===== config.mk =====
export PLATFORM = sky130hd
export DESIGN_NAME = cdef_top
export DESIGN_NICKNAME = d
export VERILOG_FILES = /design/src/hdl/cdef_pkg.sv /design/src/hdl/cdef_top.sv
export VERILOG_INCLUDE_DIRS = /design/src /design/src/hdl
export SDC_FILE = /design/constraint.sdc
export NUM_CORES = 1
export LEC_CHECK = 0
export BUFFER_PORTS_ARGS = -buffer_cell sky130_fd_sc_hd__buf_2
export CAP_MARGIN = 20
export CORE_ASPECT_RATIO = 0.5
export CORE_MARGIN = 8
export CORE_UTILIZATION = 45
export CTS_BUF_LIST = sky130_fd_sc_hd__clkbuf_2
export DETAILED_ROUTE_END_ITERATION = 10
export PLACE_DENSITY = 0.95
export SETUP_SLACK_MARGIN = 0.1
export SYNTH_ARGS = -nofsm -noshare
export SYNTH_HDL_FRONTEND = slang
export SYNTH_SLANG_ARGS = --single-unit

===== constraint.sdc =====
create_clock -name pclk -period 5.1 [get_ports pclk]
set_clock_uncertainty 0.1 [all_clocks]
set_input_delay 0.51 -clock pclk [delete_from_list [all_inputs] [get_ports pclk]]
set_output_delay 0.51 -clock pclk [all_outputs]
set_load 0.05 [all_outputs]

===== src/hdl/cdef_defs.svh =====
// Offsets, field positions and reset values of the debug error flag bank
// Function
// [RL1] Upper-port abnormality sets protocol error, tags forwarding
// [RL2] Any other upper-port flag also sets protocol error
// [RL3] Unclassified abnormalities may set protocol error
// [RL4] Protocol error clear means no tag inserted
// [RL5] Incoming tagged frame sets incoming-tag flag
// [RL6] Timing locked but data lost sets second sync
// [RL7] Missing preamble or sync bit sets first sync
// [RL8] Too few agreeing samples sets weak-bit flag
// [RL9] Clear or start during transmit sets transmit-start error
// [RL10] Response CRC or byte error flagged, frame discarded
`ifndef CDEF_DEFS_SVH
`define CDEF_DEFS_SVH

// Register indices; byte address is four times the index
`define CDEF_IDX_UART 12'h782
`define CDEF_IDX_UPPER 12'h783
`define CDEF_IDX_INT_STAT 12'h790
`define CDEF_IDX_INT_MASK 12'h791
`define CDEF_IDX_CLEAR 12'h792

// Serial port flag positions
`define CDEF_UART_TRANSMIT_FRAME_START_ERROR 4
`define CDEF_UART_TRANSMIT_ABORT_WAIT_FLAG 3
`define CDEF_UART_RESPONSE_FRAME_START_ERROR 2
`define CDEF_UART_RR_BYTE 1
`define CDEF_UART_RESPONSE_CRC_ERROR 0

// Upper-port flag positions
`define CDEF_UP_PROTOCOL_ERROR_FLAG 4
`define CDEF_UP_TAG 3
`define CDEF_UP_SECOND_SYNC_ERROR_FLAG 2
`define CDEF_UP_FIRST_SYNC_ERROR_FLAG 1
`define CDEF_UP_WEAK 0

// Interrupt status and mask positions
`define CDEF_INT_UART 0
`define CDEF_INT_UPPER 1

// Clear register field base positions
`define CDEF_CLR_UART_LSB 0
`define CDEF_CLR_UPPER_LSB 8

// Reset values
`define CDEF_FLAGS_RST 5'h00
`define CDEF_INT_RST 2'h0

`endif


===== src/hdl/cdef_pkg.sv =====
// Types shared by the debug error flag bank
package cdef_pkg;

	// Upper-port frame tracker, Gray coded from idle through sync to data
	typedef enum logic [1:0] {
		CDEF_IDLE = 2'b00, // Waiting for a frame
		CDEF_SYNC = 2'b01, // Looking for preamble and sync bits
		CDEF_DATA = 2'b11 // Timing taken, receiving data bits
	} cdef_state_t;

	// Five flag bits of one status register
	typedef logic [4:0] cdef_flags_t;

endpackage : cdef_pkg


===== src/hdl/cdef_top.sv =====
// Debug error flag bank for serial and upper daisy-chain ports, APB slave
//
// The implementer's own choice: the APB slave port.
`timescale 1ns/10ps
`include "cdef_defs.svh"

module cdef_top (
	// Clock and reset
	input wire logic pclk,
	input wire logic presetn,
	// APB slave
	input wire logic psel,
	input wire logic penable,
	input wire logic pwrite,
	input wire logic [13:0] paddr,
	input wire logic [31:0] pwdata,
	output logic [31:0] prdata,
	output logic pready,
	output logic pslverr,
	// Serial port transmit events
	input wire logic tx_busy,
	input wire logic uart_clear,
	input wire logic uart_frame_start,
	input wire logic tx_abort,
	// Serial port response receive events
	input wire logic resp_rx_busy,
	input wire logic resp_byte_err,
	input wire logic resp_crc_err,
	output logic resp_discard,
	output logic resp_ignore,
	// Upper chain port receive events
	input wire logic up_frame_start,
	input wire logic up_sync_ok,
	input wire logic up_sync_fail,
	input wire logic up_data_fail,
	input wire logic up_weak_bit,
	input wire logic up_tag_valid,
	input wire logic up_tag_bit,
	input wire logic up_abnormal,
	input wire logic up_frame_end,
	// Forwarded frame tag
	output logic bad_frame_tag_bit,
	// Interrupt
	output logic irq
);

	// Flag registers and their next values
	// Flags clear only through the clear register; the flag words are read-only
	cdef_pkg::cdef_flags_t uart_reg; // Serial port error flags
	cdef_pkg::cdef_flags_t uart_next;
	cdef_pkg::cdef_flags_t upper_reg; // Upper-port bit error flags
	cdef_pkg::cdef_flags_t upper_next;
	cdef_pkg::cdef_flags_t uart_set; // New serial events this cycle
	cdef_pkg::cdef_flags_t upper_set; // New upper events this cycle
	cdef_pkg::cdef_flags_t uart_clr; // Software clear strobes
	cdef_pkg::cdef_flags_t upper_clr;

	// Frame tracker
	cdef_pkg::cdef_state_t state_reg;
	cdef_pkg::cdef_state_t state_next;

	// Response ignore window and discard pulse
	logic ignore_reg;
	logic ignore_next;
	logic discard_reg;
	logic discard_next;

	// Forwarded tag
	logic tag_reg;
	logic tag_next;

	// Interrupt status and mask
	logic [1:0] int_stat_reg;
	logic [1:0] int_stat_next;
	logic [1:0] int_mask_reg;
	logic [1:0] int_mask_next;

	// Bus slave state
	logic ack_reg; // High in the answering access cycle
	logic ack_next;
	logic [31:0] rdata_reg; // Captured read data
	logic [31:0] rdata_next;
	logic err_reg; // Unmapped address seen
	logic err_next;

	// Bus decode
	logic [11:0] idx; // Word index of the access
	logic access; // Access phase, first cycle
	logic wr_done; // Write completes this edge
	logic hit_uart;
	logic hit_upper;
	logic hit_stat;
	logic hit_mask;
	logic hit_clr;
	logic mapped;

	// Address decode
	always_comb begin
		idx = paddr[13:2];
		hit_uart = (idx == `CDEF_IDX_UART);
		hit_upper = (idx == `CDEF_IDX_UPPER);
		hit_stat = (idx == `CDEF_IDX_INT_STAT);
		hit_mask = (idx == `CDEF_IDX_INT_MASK);
		hit_clr = (idx == `CDEF_IDX_CLEAR);
		mapped = hit_uart | hit_upper | hit_stat | hit_mask | hit_clr;
		// First access cycle only; the answering cycle must not start a second one
		access = psel & penable & ~ack_reg;
		// Writes land in the answering cycle, while the master still holds the request
		wr_done = psel & penable & ack_reg & pwrite;
	end

	// Bus answer: one wait cycle, read data captured from flops
	// Capturing in the first access cycle keeps prdata straight off flip-flops
	always_comb begin
		ack_next = access;
		err_next = access & ~mapped;
		rdata_next = rdata_reg;
		if (access) begin
			// Unmapped and write-only locations read as zero
			rdata_next = 32'h0000_0000;
			if (!pwrite) begin
				if (hit_uart) begin
					rdata_next = {27'h0000000, uart_reg};
				end else if (hit_upper) begin
					rdata_next = {27'h0000000, upper_reg};
				end else if (hit_stat) begin
					rdata_next = {30'h00000000, int_stat_reg};
				end else if (hit_mask) begin
					rdata_next = {30'h00000000, int_mask_reg};
				end
			end
		end
	end

	// Bus registers
	always_ff @(posedge pclk or negedge presetn) begin
		if (!presetn) begin
			ack_reg <= 1'b0;
			err_reg <= 1'b0;
			rdata_reg <= 32'h0000_0000;
		end else begin
			ack_reg <= ack_next;
			err_reg <= err_next;
			rdata_reg <= rdata_next;
		end
	end

	// Bus outputs
	// Error is shown only together with ready, never on its own
	assign pready = ack_reg;
	assign pslverr = ack_reg & err_reg;
	assign prdata = rdata_reg;

	// Software clear strobes, one per flag
	// The clear register holds nothing itself and reads as zero
	always_comb begin
		uart_clr = 5'h00;
		upper_clr = 5'h00;
		if (wr_done && hit_clr) begin
			uart_clr = pwdata[`CDEF_CLR_UART_LSB +: 5];
			upper_clr = pwdata[`CDEF_CLR_UPPER_LSB +: 5];
		end
	end

	// Upper-port frame tracker
	// Sync failures only count while the preamble is searched,
	// data failures only once timing has been taken
	always_comb begin
		state_next = state_reg;
		case (state_reg)
			cdef_pkg::CDEF_IDLE: begin
				// A new frame starts with preamble search
				if (up_frame_start) begin
					state_next = cdef_pkg::CDEF_SYNC;
				end
			end
			cdef_pkg::CDEF_SYNC: begin
				// Timing taken or frame abandoned
				if (up_sync_ok) begin
					state_next = cdef_pkg::CDEF_DATA;
				end else if (up_sync_fail || up_frame_end) begin
					state_next = cdef_pkg::CDEF_IDLE;
				end
			end
			cdef_pkg::CDEF_DATA: begin
				// Frame ends, or data lost after lock
				if (up_frame_end || up_data_fail) begin
					state_next = cdef_pkg::CDEF_IDLE;
				end
			end
			default: begin
				state_next = cdef_pkg::CDEF_IDLE;
			end
		endcase
	end

	// Upper-port event detection
	// Each dedicated flag also raises protocol error in the same cycle
	always_comb begin
		upper_set = 5'h00;
		// Weak data bit sample count
		upper_set[`CDEF_UP_WEAK] = up_weak_bit; // see [RL8]
		// Preamble or sync bit not found
		upper_set[`CDEF_UP_FIRST_SYNC_ERROR_FLAG] = (state_reg == cdef_pkg::CDEF_SYNC) & up_sync_fail; // see [RL7]
		// Locked on timing but no valid data
		upper_set[`CDEF_UP_SECOND_SYNC_ERROR_FLAG] = (state_reg == cdef_pkg::CDEF_DATA) & up_data_fail; // see [RL6]
		// Frame arrives already tagged bad
		upper_set[`CDEF_UP_TAG] = up_tag_valid & up_tag_bit; // see [RL5]
		// Unclassified abnormality, or any dedicated flag set now
		upper_set[`CDEF_UP_PROTOCOL_ERROR_FLAG] = up_abnormal | (|upper_set[3:0]); // see [RL3]
	end

	// Upper flags: sticky, set wins over software clear
	// Setting wins over a clear in the same cycle, so no event is lost
	always_comb begin
		upper_next = (upper_reg & ~upper_clr) | upper_set;
		// Protocol error stays set while any other flag stays set
		if (|upper_next[3:0]) begin
			upper_next[`CDEF_UP_PROTOCOL_ERROR_FLAG] = 1'b1; // see [RL2]
		end
		// Forwarded frames carry the tag exactly while protocol error is set
		tag_next = upper_next[`CDEF_UP_PROTOCOL_ERROR_FLAG]; // see [RL1] see [RL4]
	end

	// Serial port event detection
	// Transmit start errors need a busy transmitter; an idle port takes a clear freely
	always_comb begin
		uart_set = 5'h00;
		// Clear or new frame while response still going out
		uart_set[`CDEF_UART_TRANSMIT_FRAME_START_ERROR] = (uart_clear | uart_frame_start) & tx_busy; // see [RL9]
		// Transmission terminated, waiting
		uart_set[`CDEF_UART_TRANSMIT_ABORT_WAIT_FLAG] = tx_abort;
		// Clear received in the middle of a response frame
		uart_set[`CDEF_UART_RESPONSE_FRAME_START_ERROR] = uart_clear & resp_rx_busy;
		// Byte and CRC errors, not checked inside an ignored frame
		uart_set[`CDEF_UART_RR_BYTE] = resp_byte_err & ~ignore_reg; // see [RL10]
		uart_set[`CDEF_UART_RESPONSE_CRC_ERROR] = resp_crc_err & ~ignore_reg; // see [RL10]
	end

	// Serial flags, ignore window and discard pulse
	// Inside the window no byte error is seen, so a clear then ends it
	always_comb begin
		uart_next = (uart_reg & ~uart_clr) | uart_set;
		// After a byte error the rest is ignored until a clear
		ignore_next = ignore_reg;
		if (uart_clear) begin
			ignore_next = 1'b0;
		end
		if (uart_set[`CDEF_UART_RR_BYTE]) begin
			ignore_next = 1'b1;
		end
		// Flagged response frames count as discarded
		discard_next = uart_set[`CDEF_UART_RR_BYTE] | uart_set[`CDEF_UART_RESPONSE_CRC_ERROR]; // see [RL10]
	end

	// Interrupt status and mask
	// One summary bit per flag word; software reads the word for detail
	always_comb begin
		int_stat_next = int_stat_reg;
		int_mask_next = int_mask_reg;
		// Write one to clear status
		if (wr_done && hit_stat) begin
			int_stat_next = int_stat_reg & ~pwdata[1:0];
		end
		if (wr_done && hit_mask) begin
			int_mask_next = pwdata[1:0];
		end
		// New events win over a clear in the same cycle
		if (|uart_set) begin
			int_stat_next[`CDEF_INT_UART] = 1'b1;
		end
		if (|upper_set) begin
			int_stat_next[`CDEF_INT_UPPER] = 1'b1;
		end
	end

	// Flag, tracker and interrupt registers
	// All flags come out of reset clear and the tracker idle
	always_ff @(posedge pclk or negedge presetn) begin
		if (!presetn) begin
			uart_reg <= `CDEF_FLAGS_RST;
			upper_reg <= `CDEF_FLAGS_RST;
			state_reg <= cdef_pkg::CDEF_IDLE;
			ignore_reg <= 1'b0;
			discard_reg <= 1'b0;
			tag_reg <= 1'b0;
			int_stat_reg <= `CDEF_INT_RST;
			int_mask_reg <= `CDEF_INT_RST;
		end else begin
			uart_reg <= uart_next;
			upper_reg <= upper_next;
			state_reg <= state_next;
			ignore_reg <= ignore_next;
			discard_reg <= discard_next;
			tag_reg <= tag_next;
			int_stat_reg <= int_stat_next;
			int_mask_reg <= int_mask_next;
		end
	end

	// Block outputs
	// Interrupt is a level, held while any unmasked summary bit is set
	assign resp_discard = discard_reg;
	assign resp_ignore = ignore_reg;
	assign bad_frame_tag_bit = tag_reg;
	assign irq = |(int_stat_reg & int_mask_reg);

endmodule : cdef_top


Yosys cells after proc, flatten, opt, wreduce, memory -nomap -nowiden
Cells that the tools add are included.
{"block": "totals", "regBits": 53, "in_bits": 67, "out_inout_bits": 38, "elab_cells": 87}
{"block": "op_classes", "n_eq_ne": 10, "mux": 18, "bitwise_logic": 32, "reduce_logical": 15}
{"cell": "== test 12 x 11 -> 1 bit (second input constant)", "count": 5}
{"cell": "two-way mux 5 bit", "count": 5}
{"cell": "two-way mux 2 bit", "count": 7}
{"cell": "AND 1 bit", "count": 13}
{"cell": "AND 5 bit", "count": 2}
{"cell": "NOT 5 bit", "count": 2}
{"cell": "OR 5 bit", "count": 2}
{"cell": "OR reduction 5 bit", "count": 2}
{"cell": "OR reduction 4 bit", "count": 2}
{"cell": "OR 1 bit", "count": 7}
{"cell": "one-hot mux 2 bit (3 select lines)", "count": 1}
{"cell": "nonzero test 2 bit", "count": 3}
{"cell": "two-way mux 1 bit", "count": 5}
{"cell": "AND 2 bit", "count": 2}
{"cell": "!= test 2 bit (second input constant)", "count": 2}
{"cell": "logical AND 1 bit", "count": 3}
{"cell": "!= test 3 bit (second input constant)", "count": 1}
{"cell": "NOT 1 bit", "count": 3}
{"cell": "AND reduction 3 bit", "count": 1}
{"cell": "== test 2 x 1 -> 1 bit (second input constant)", "count": 1}
{"cell": "== test 2 bit (second input constant)", "count": 1}
{"cell": "zero test 2 bit", "count": 1}
{"cell": "logical OR 1 bit", "count": 2}
{"cell": "NOT 2 bit", "count": 1}
{"cell": "OR reduction 2 bit", "count": 1}

Logic depth before layout (Yosys ltp)
{"block": "depth", "word_depth": 10, "depth_mapped": 5, "mapped_depth_nobuf": 5}

Least setup slack after synthesis
Ideal clock, no wire load.
{"block": "synth_timing", "kind": "register -> register", "startpoint": "reg ack_reg, in the netlist pready", "endpoint": "reg tag_reg, in the netlist bad_frame_tag_bit", "setup_ns": 0.134, "arrival_time_ns": 1.834, "required_time_ns": 4.866, "slack_ns": 3.032, "path_stages_with_launch": 6, "n_path_buf": 0, "period_less_slack_ns": 2.068, "path_cell_list": "dfrtp_1 > nand4_1 > nor4_4 > a21boi_0 > a31o_2 > nand4b_1"}
{"block": "synth_via", "elab_chain_len": 9}
{"item": "start: declaration", "line": "cdef_top.sv:79", "text": "logic ack_reg;"}
{"item": "start signal: assignment", "line": "cdef_top.sv:142", "text": "ack_reg <= ack_next;"}
{"item": "AND 1 bit (2 in series)", "line": "cdef_top.sv:109", "text": "wr_done = psel & penable & ack_reg & pwrite;"}
{"item": "logical AND 1 bit", "line": "cdef_top.sv:159", "text": "if (wr_done && hit_clr) begin"}
{"item": "two-way mux 5 bit", "line": "cdef_top.sv:159"}
{"item": "NOT 5 bit", "line": "cdef_top.sv:216", "text": "upper_next = (upper_reg & ~upper_clr) | upper_set;"}
{"item": "AND 5 bit", "line": "cdef_top.sv:216"}
{"item": "OR 5 bit", "line": "cdef_top.sv:216"}
{"item": "named net upper_next[1]", "line": "cdef_top.sv:52", "text": "cdef_pkg::cdef_flags_t upper_next;"}
{"item": "OR reduction 4 bit", "line": "cdef_top.sv:218", "text": "if (|upper_next[3:0]) begin"}
{"item": "two-way mux 1 bit", "line": "cdef_top.sv:218"}
{"item": "named net tag_next", "line": "cdef_top.sv:70", "text": "logic tag_next;"}
{"item": "end signal: assignment", "line": "cdef_top.sv:295", "text": "tag_reg <= tag_next;"}
{"item": "end: declaration", "line": "cdef_top.sv:69", "text": "logic tag_reg;"}
The timed path passes the listed nets, and every way through them passes these cells.
A chain may end at the register's enable or synchronous reset.

Worst setup path in the final report
Same ends and word-level chain as after synthesis.

==> run summary <==
Worst R2R Start: pready$_DFF_PN0_
GRT Resource Usage Total: 12.5%
Post-DP HPWL: 3030 um
Slowest CP cell: nor4_4
Synth area leader: dfrtp_1
Yosys top cell area share: 42.6%
Synth Flop Type: dfrtp_1
First-pass detailed-route iteration total: 4
Multi-input combinational cell area: 714 um^2
Post_cts resized: 0
# setup viols final: 0
Ports: 105
Core Region: 3050 um^2
Largest net degree at the start of global routing: 26
Highest clock rate: 0.490 GHz
Register area share after synthesis: 42.6%
Max Transition Viols Final: 0
Remaining Overflow, GRT: 0
Vias in the first global route: 1327
Most common cell in the netlist: buf_4
Synth area leaders: dfrtp_1 (43%), buf_4 (14%), nand2_1 (5.9%)
Max-Cap Viols: 0
Synth cell count leaders: buf_4 (27), dfrtp_1 (25), nand2_1 (23)
CP endpoint: bad_frame_tag_bit$_DFF_PN0_
Async SR Flop Fraction: 100%
Worst vdd ir: 0.0873 mV
Layout cells sized above 1: 32.4%
CTS Buffer Depth: 2
CP required: 5.25 ns
Status: finished, final reports clean
Worst hold margin: 0.239 ns
First-pass GRT wire length: 5770 um
Die H: 56.4 um
Hold Path Class: in -> reg
Reg area: 626 um^2
Initial core utilization: 48.2%
Slew @ Worst Pin: 0.574 ns
Critical Path Source: pready$_DFF_PN0_
Routed wire length: 3660 um
Syn. warnings: 0
Post-Synthesis Cell Area: 1470 um^2
Via total after detailed routing: 1261
Die Width: 96.8 um
R2R Setup Slk: 3.06 ns
Die area: 5460 um^2
Crit Path Class: reg -> reg
Crit path cell chain: nand4_1, nor4_4, a21boi_0, a31o_2, nand4b_1
Post-synthesis cell count: 148
Fillers: 258
Vias per inst: 5.17
Avg WL per Cell: 15.0 um
Root buffer cell: clkbuf_2
Area grow syn2layout: 16.3%
R2R cell count: 5
Row count: 14
Period utilisation layout: 40.0%
Port bufs: 53
Syn Area/Cell: 9.92 um^2
Antenna Nets Post-Route: 0
Static Leak: 0.854 nW
Critical Path AT: 2.19 ns
Number of flops mapped to enable cells by yosys: 0
Detailed Route Iter0 Violations: 62
H-tree depth: 1
Nets: 272
Crit Reg-Reg Endpoint: bad_frame_tag_bit$_DFF_PN0_
RSZ-0062 raised after global routing: no
Rel. slew slack: 61.4%
Total negative slack: 0 ns
Minimum clock period: 2.04 ns
Initial antenna violation count: 0
CTS Buf Count: 3
Synth cell types: 38
Final GP Congestion: 0.808
Crit-path max FO: 10
Clock Latency Late Sink: 0.35 ns
Final hold vios: 0
Placement Setup Slack: 2.77 ns
Post-CTS Setup Repair Bufs: 0
PwrDens: 240 nW/um^2
FF+latch count, synth: 25
Worst Slack Setup Final: 3.06 ns
DP Area: 1670 um^2
Worst path max stage delay: 0.56 ns
Clk slew on worst S/H paths: 0.24 ns
# DRC: 0
Clock sink count: 25
Fin area: 1710 um^2
Worst setup EP type: flop
Critical path launch point type: flop
CTS tree: done
Ant diodes: 0
## power by group
group / internal (W) / total [W] / switching (W)
clock: 0.0000182 / 0.0000782 / 0.0000600
sequential: 0.000209 / 0.000220 / 0.0000110
combinational: 0.0000301 / 0.000113 / 0.0000824
total: 0.000257 / 0.000410 / 0.000153
## routing by layer
metal	GRT usage, %	wire length, um
met2	22.1	1900
met4	5.86	99
met5	0	0
met1	13.3	1380
met3	4.39	279
## worst min-delay path by stage
| stage | start | endpoint | slack (ns) | cells past startpoint |
|---|---|---|---|---|
| floorplan | presetn | bad_frame_tag_bit$_DFF_PN0_ | 0.11 | 0 |
| global placement | resp_ignore$_DFFE_PN0P_ | resp_discard$_DFF_PN0_ | 0.35 | 1 |
| detailed placement | resp_ignore$_DFFE_PN0P_ | resp_discard$_DFF_PN0_ | 0.35 | 1 |
| CTS | tx_abort | uart_reg[3]$_DFF_PN0_ | 0.22 | 2 |
| global route | tx_abort | uart_reg[3]$_DFF_PN0_ | 0.20 | 2 |
| finish | tx_abort | uart_reg[3]$_DFF_PN0_ | 0.24 | 2 |
## stage by stage
stage	utilization (%)	power, W	std cells
after floorplan	-	0.000316	174
after global placement	54.9	0.000329	239
after detailed placement	54.9	0.000333	239
after CTS	56.0	0.000411	244
after global routing	56.0	0.000428	244
final	56.0	0.000410	244
## layout make-up
cell class              count  share of cell area [%]
clock buffers               3                   0.880
clock inverters             1                   0.440
inverters                   5                    1.10
multi-input cells         116                    41.9
flip-flops and latches     25                    36.7
well taps                  40                    2.93
repair buffers             54                    16.1
## cell families (layout without fill, tap and decap cells)
group                  Yosys count  count (layout)  share of synthesized area, %
multiplexers                    11              11                          7.76
AND/OR/NAND/NOR                 49              49                          20.2
other                            1              27                         0.256
AO/OA/AOI/OAI                   29              29                          13.8
flip-flops                      25              25                          42.6
buffers and inverters           33              63                          15.3
## timing repair
action | CTS | global route
hold buffers | 1 | 0
hold endpoints to repair | 15 | 0
endpoints found under the setup margin | 0 | 0
## worst max-delay path, delay by kind of cell, from the launching register on
family,cells,cell delay (ns)
AND/OR/NAND/NOR,3,0.94
AO/OA/AOI/OAI,2,0.46
flip-flops,1,0.44
## cell usage in the layout, fill, tap and decap left out, types with 3 or more instances in the layout
| master | netlist | routed |
|---|---|---|
| nor2_1 | 7 | 7 |
| nand2_1 | 23 | 23 |
| a21o_1 | 3 | 3 |
| a21oi_1 | 3 | 3 |
| inv_1 | 5 | 5 |
| dfrtp_1 | 25 | 25 |
| o21ai_1 | 3 | 3 |
| o21ai_0 | 4 | 4 |
| clkbuf_2 | 0 | 3 |
| a22o_1 | 5 | 5 |
| conb_1 | 1 | 27 |
| mux2i_1 | 8 | 8 |
| nand3b_1 | 4 | 4 |
| buf_2 | 0 | 53 |
| mux2_2 | 3 | 3 |
(Power assumes the default switching activity.)
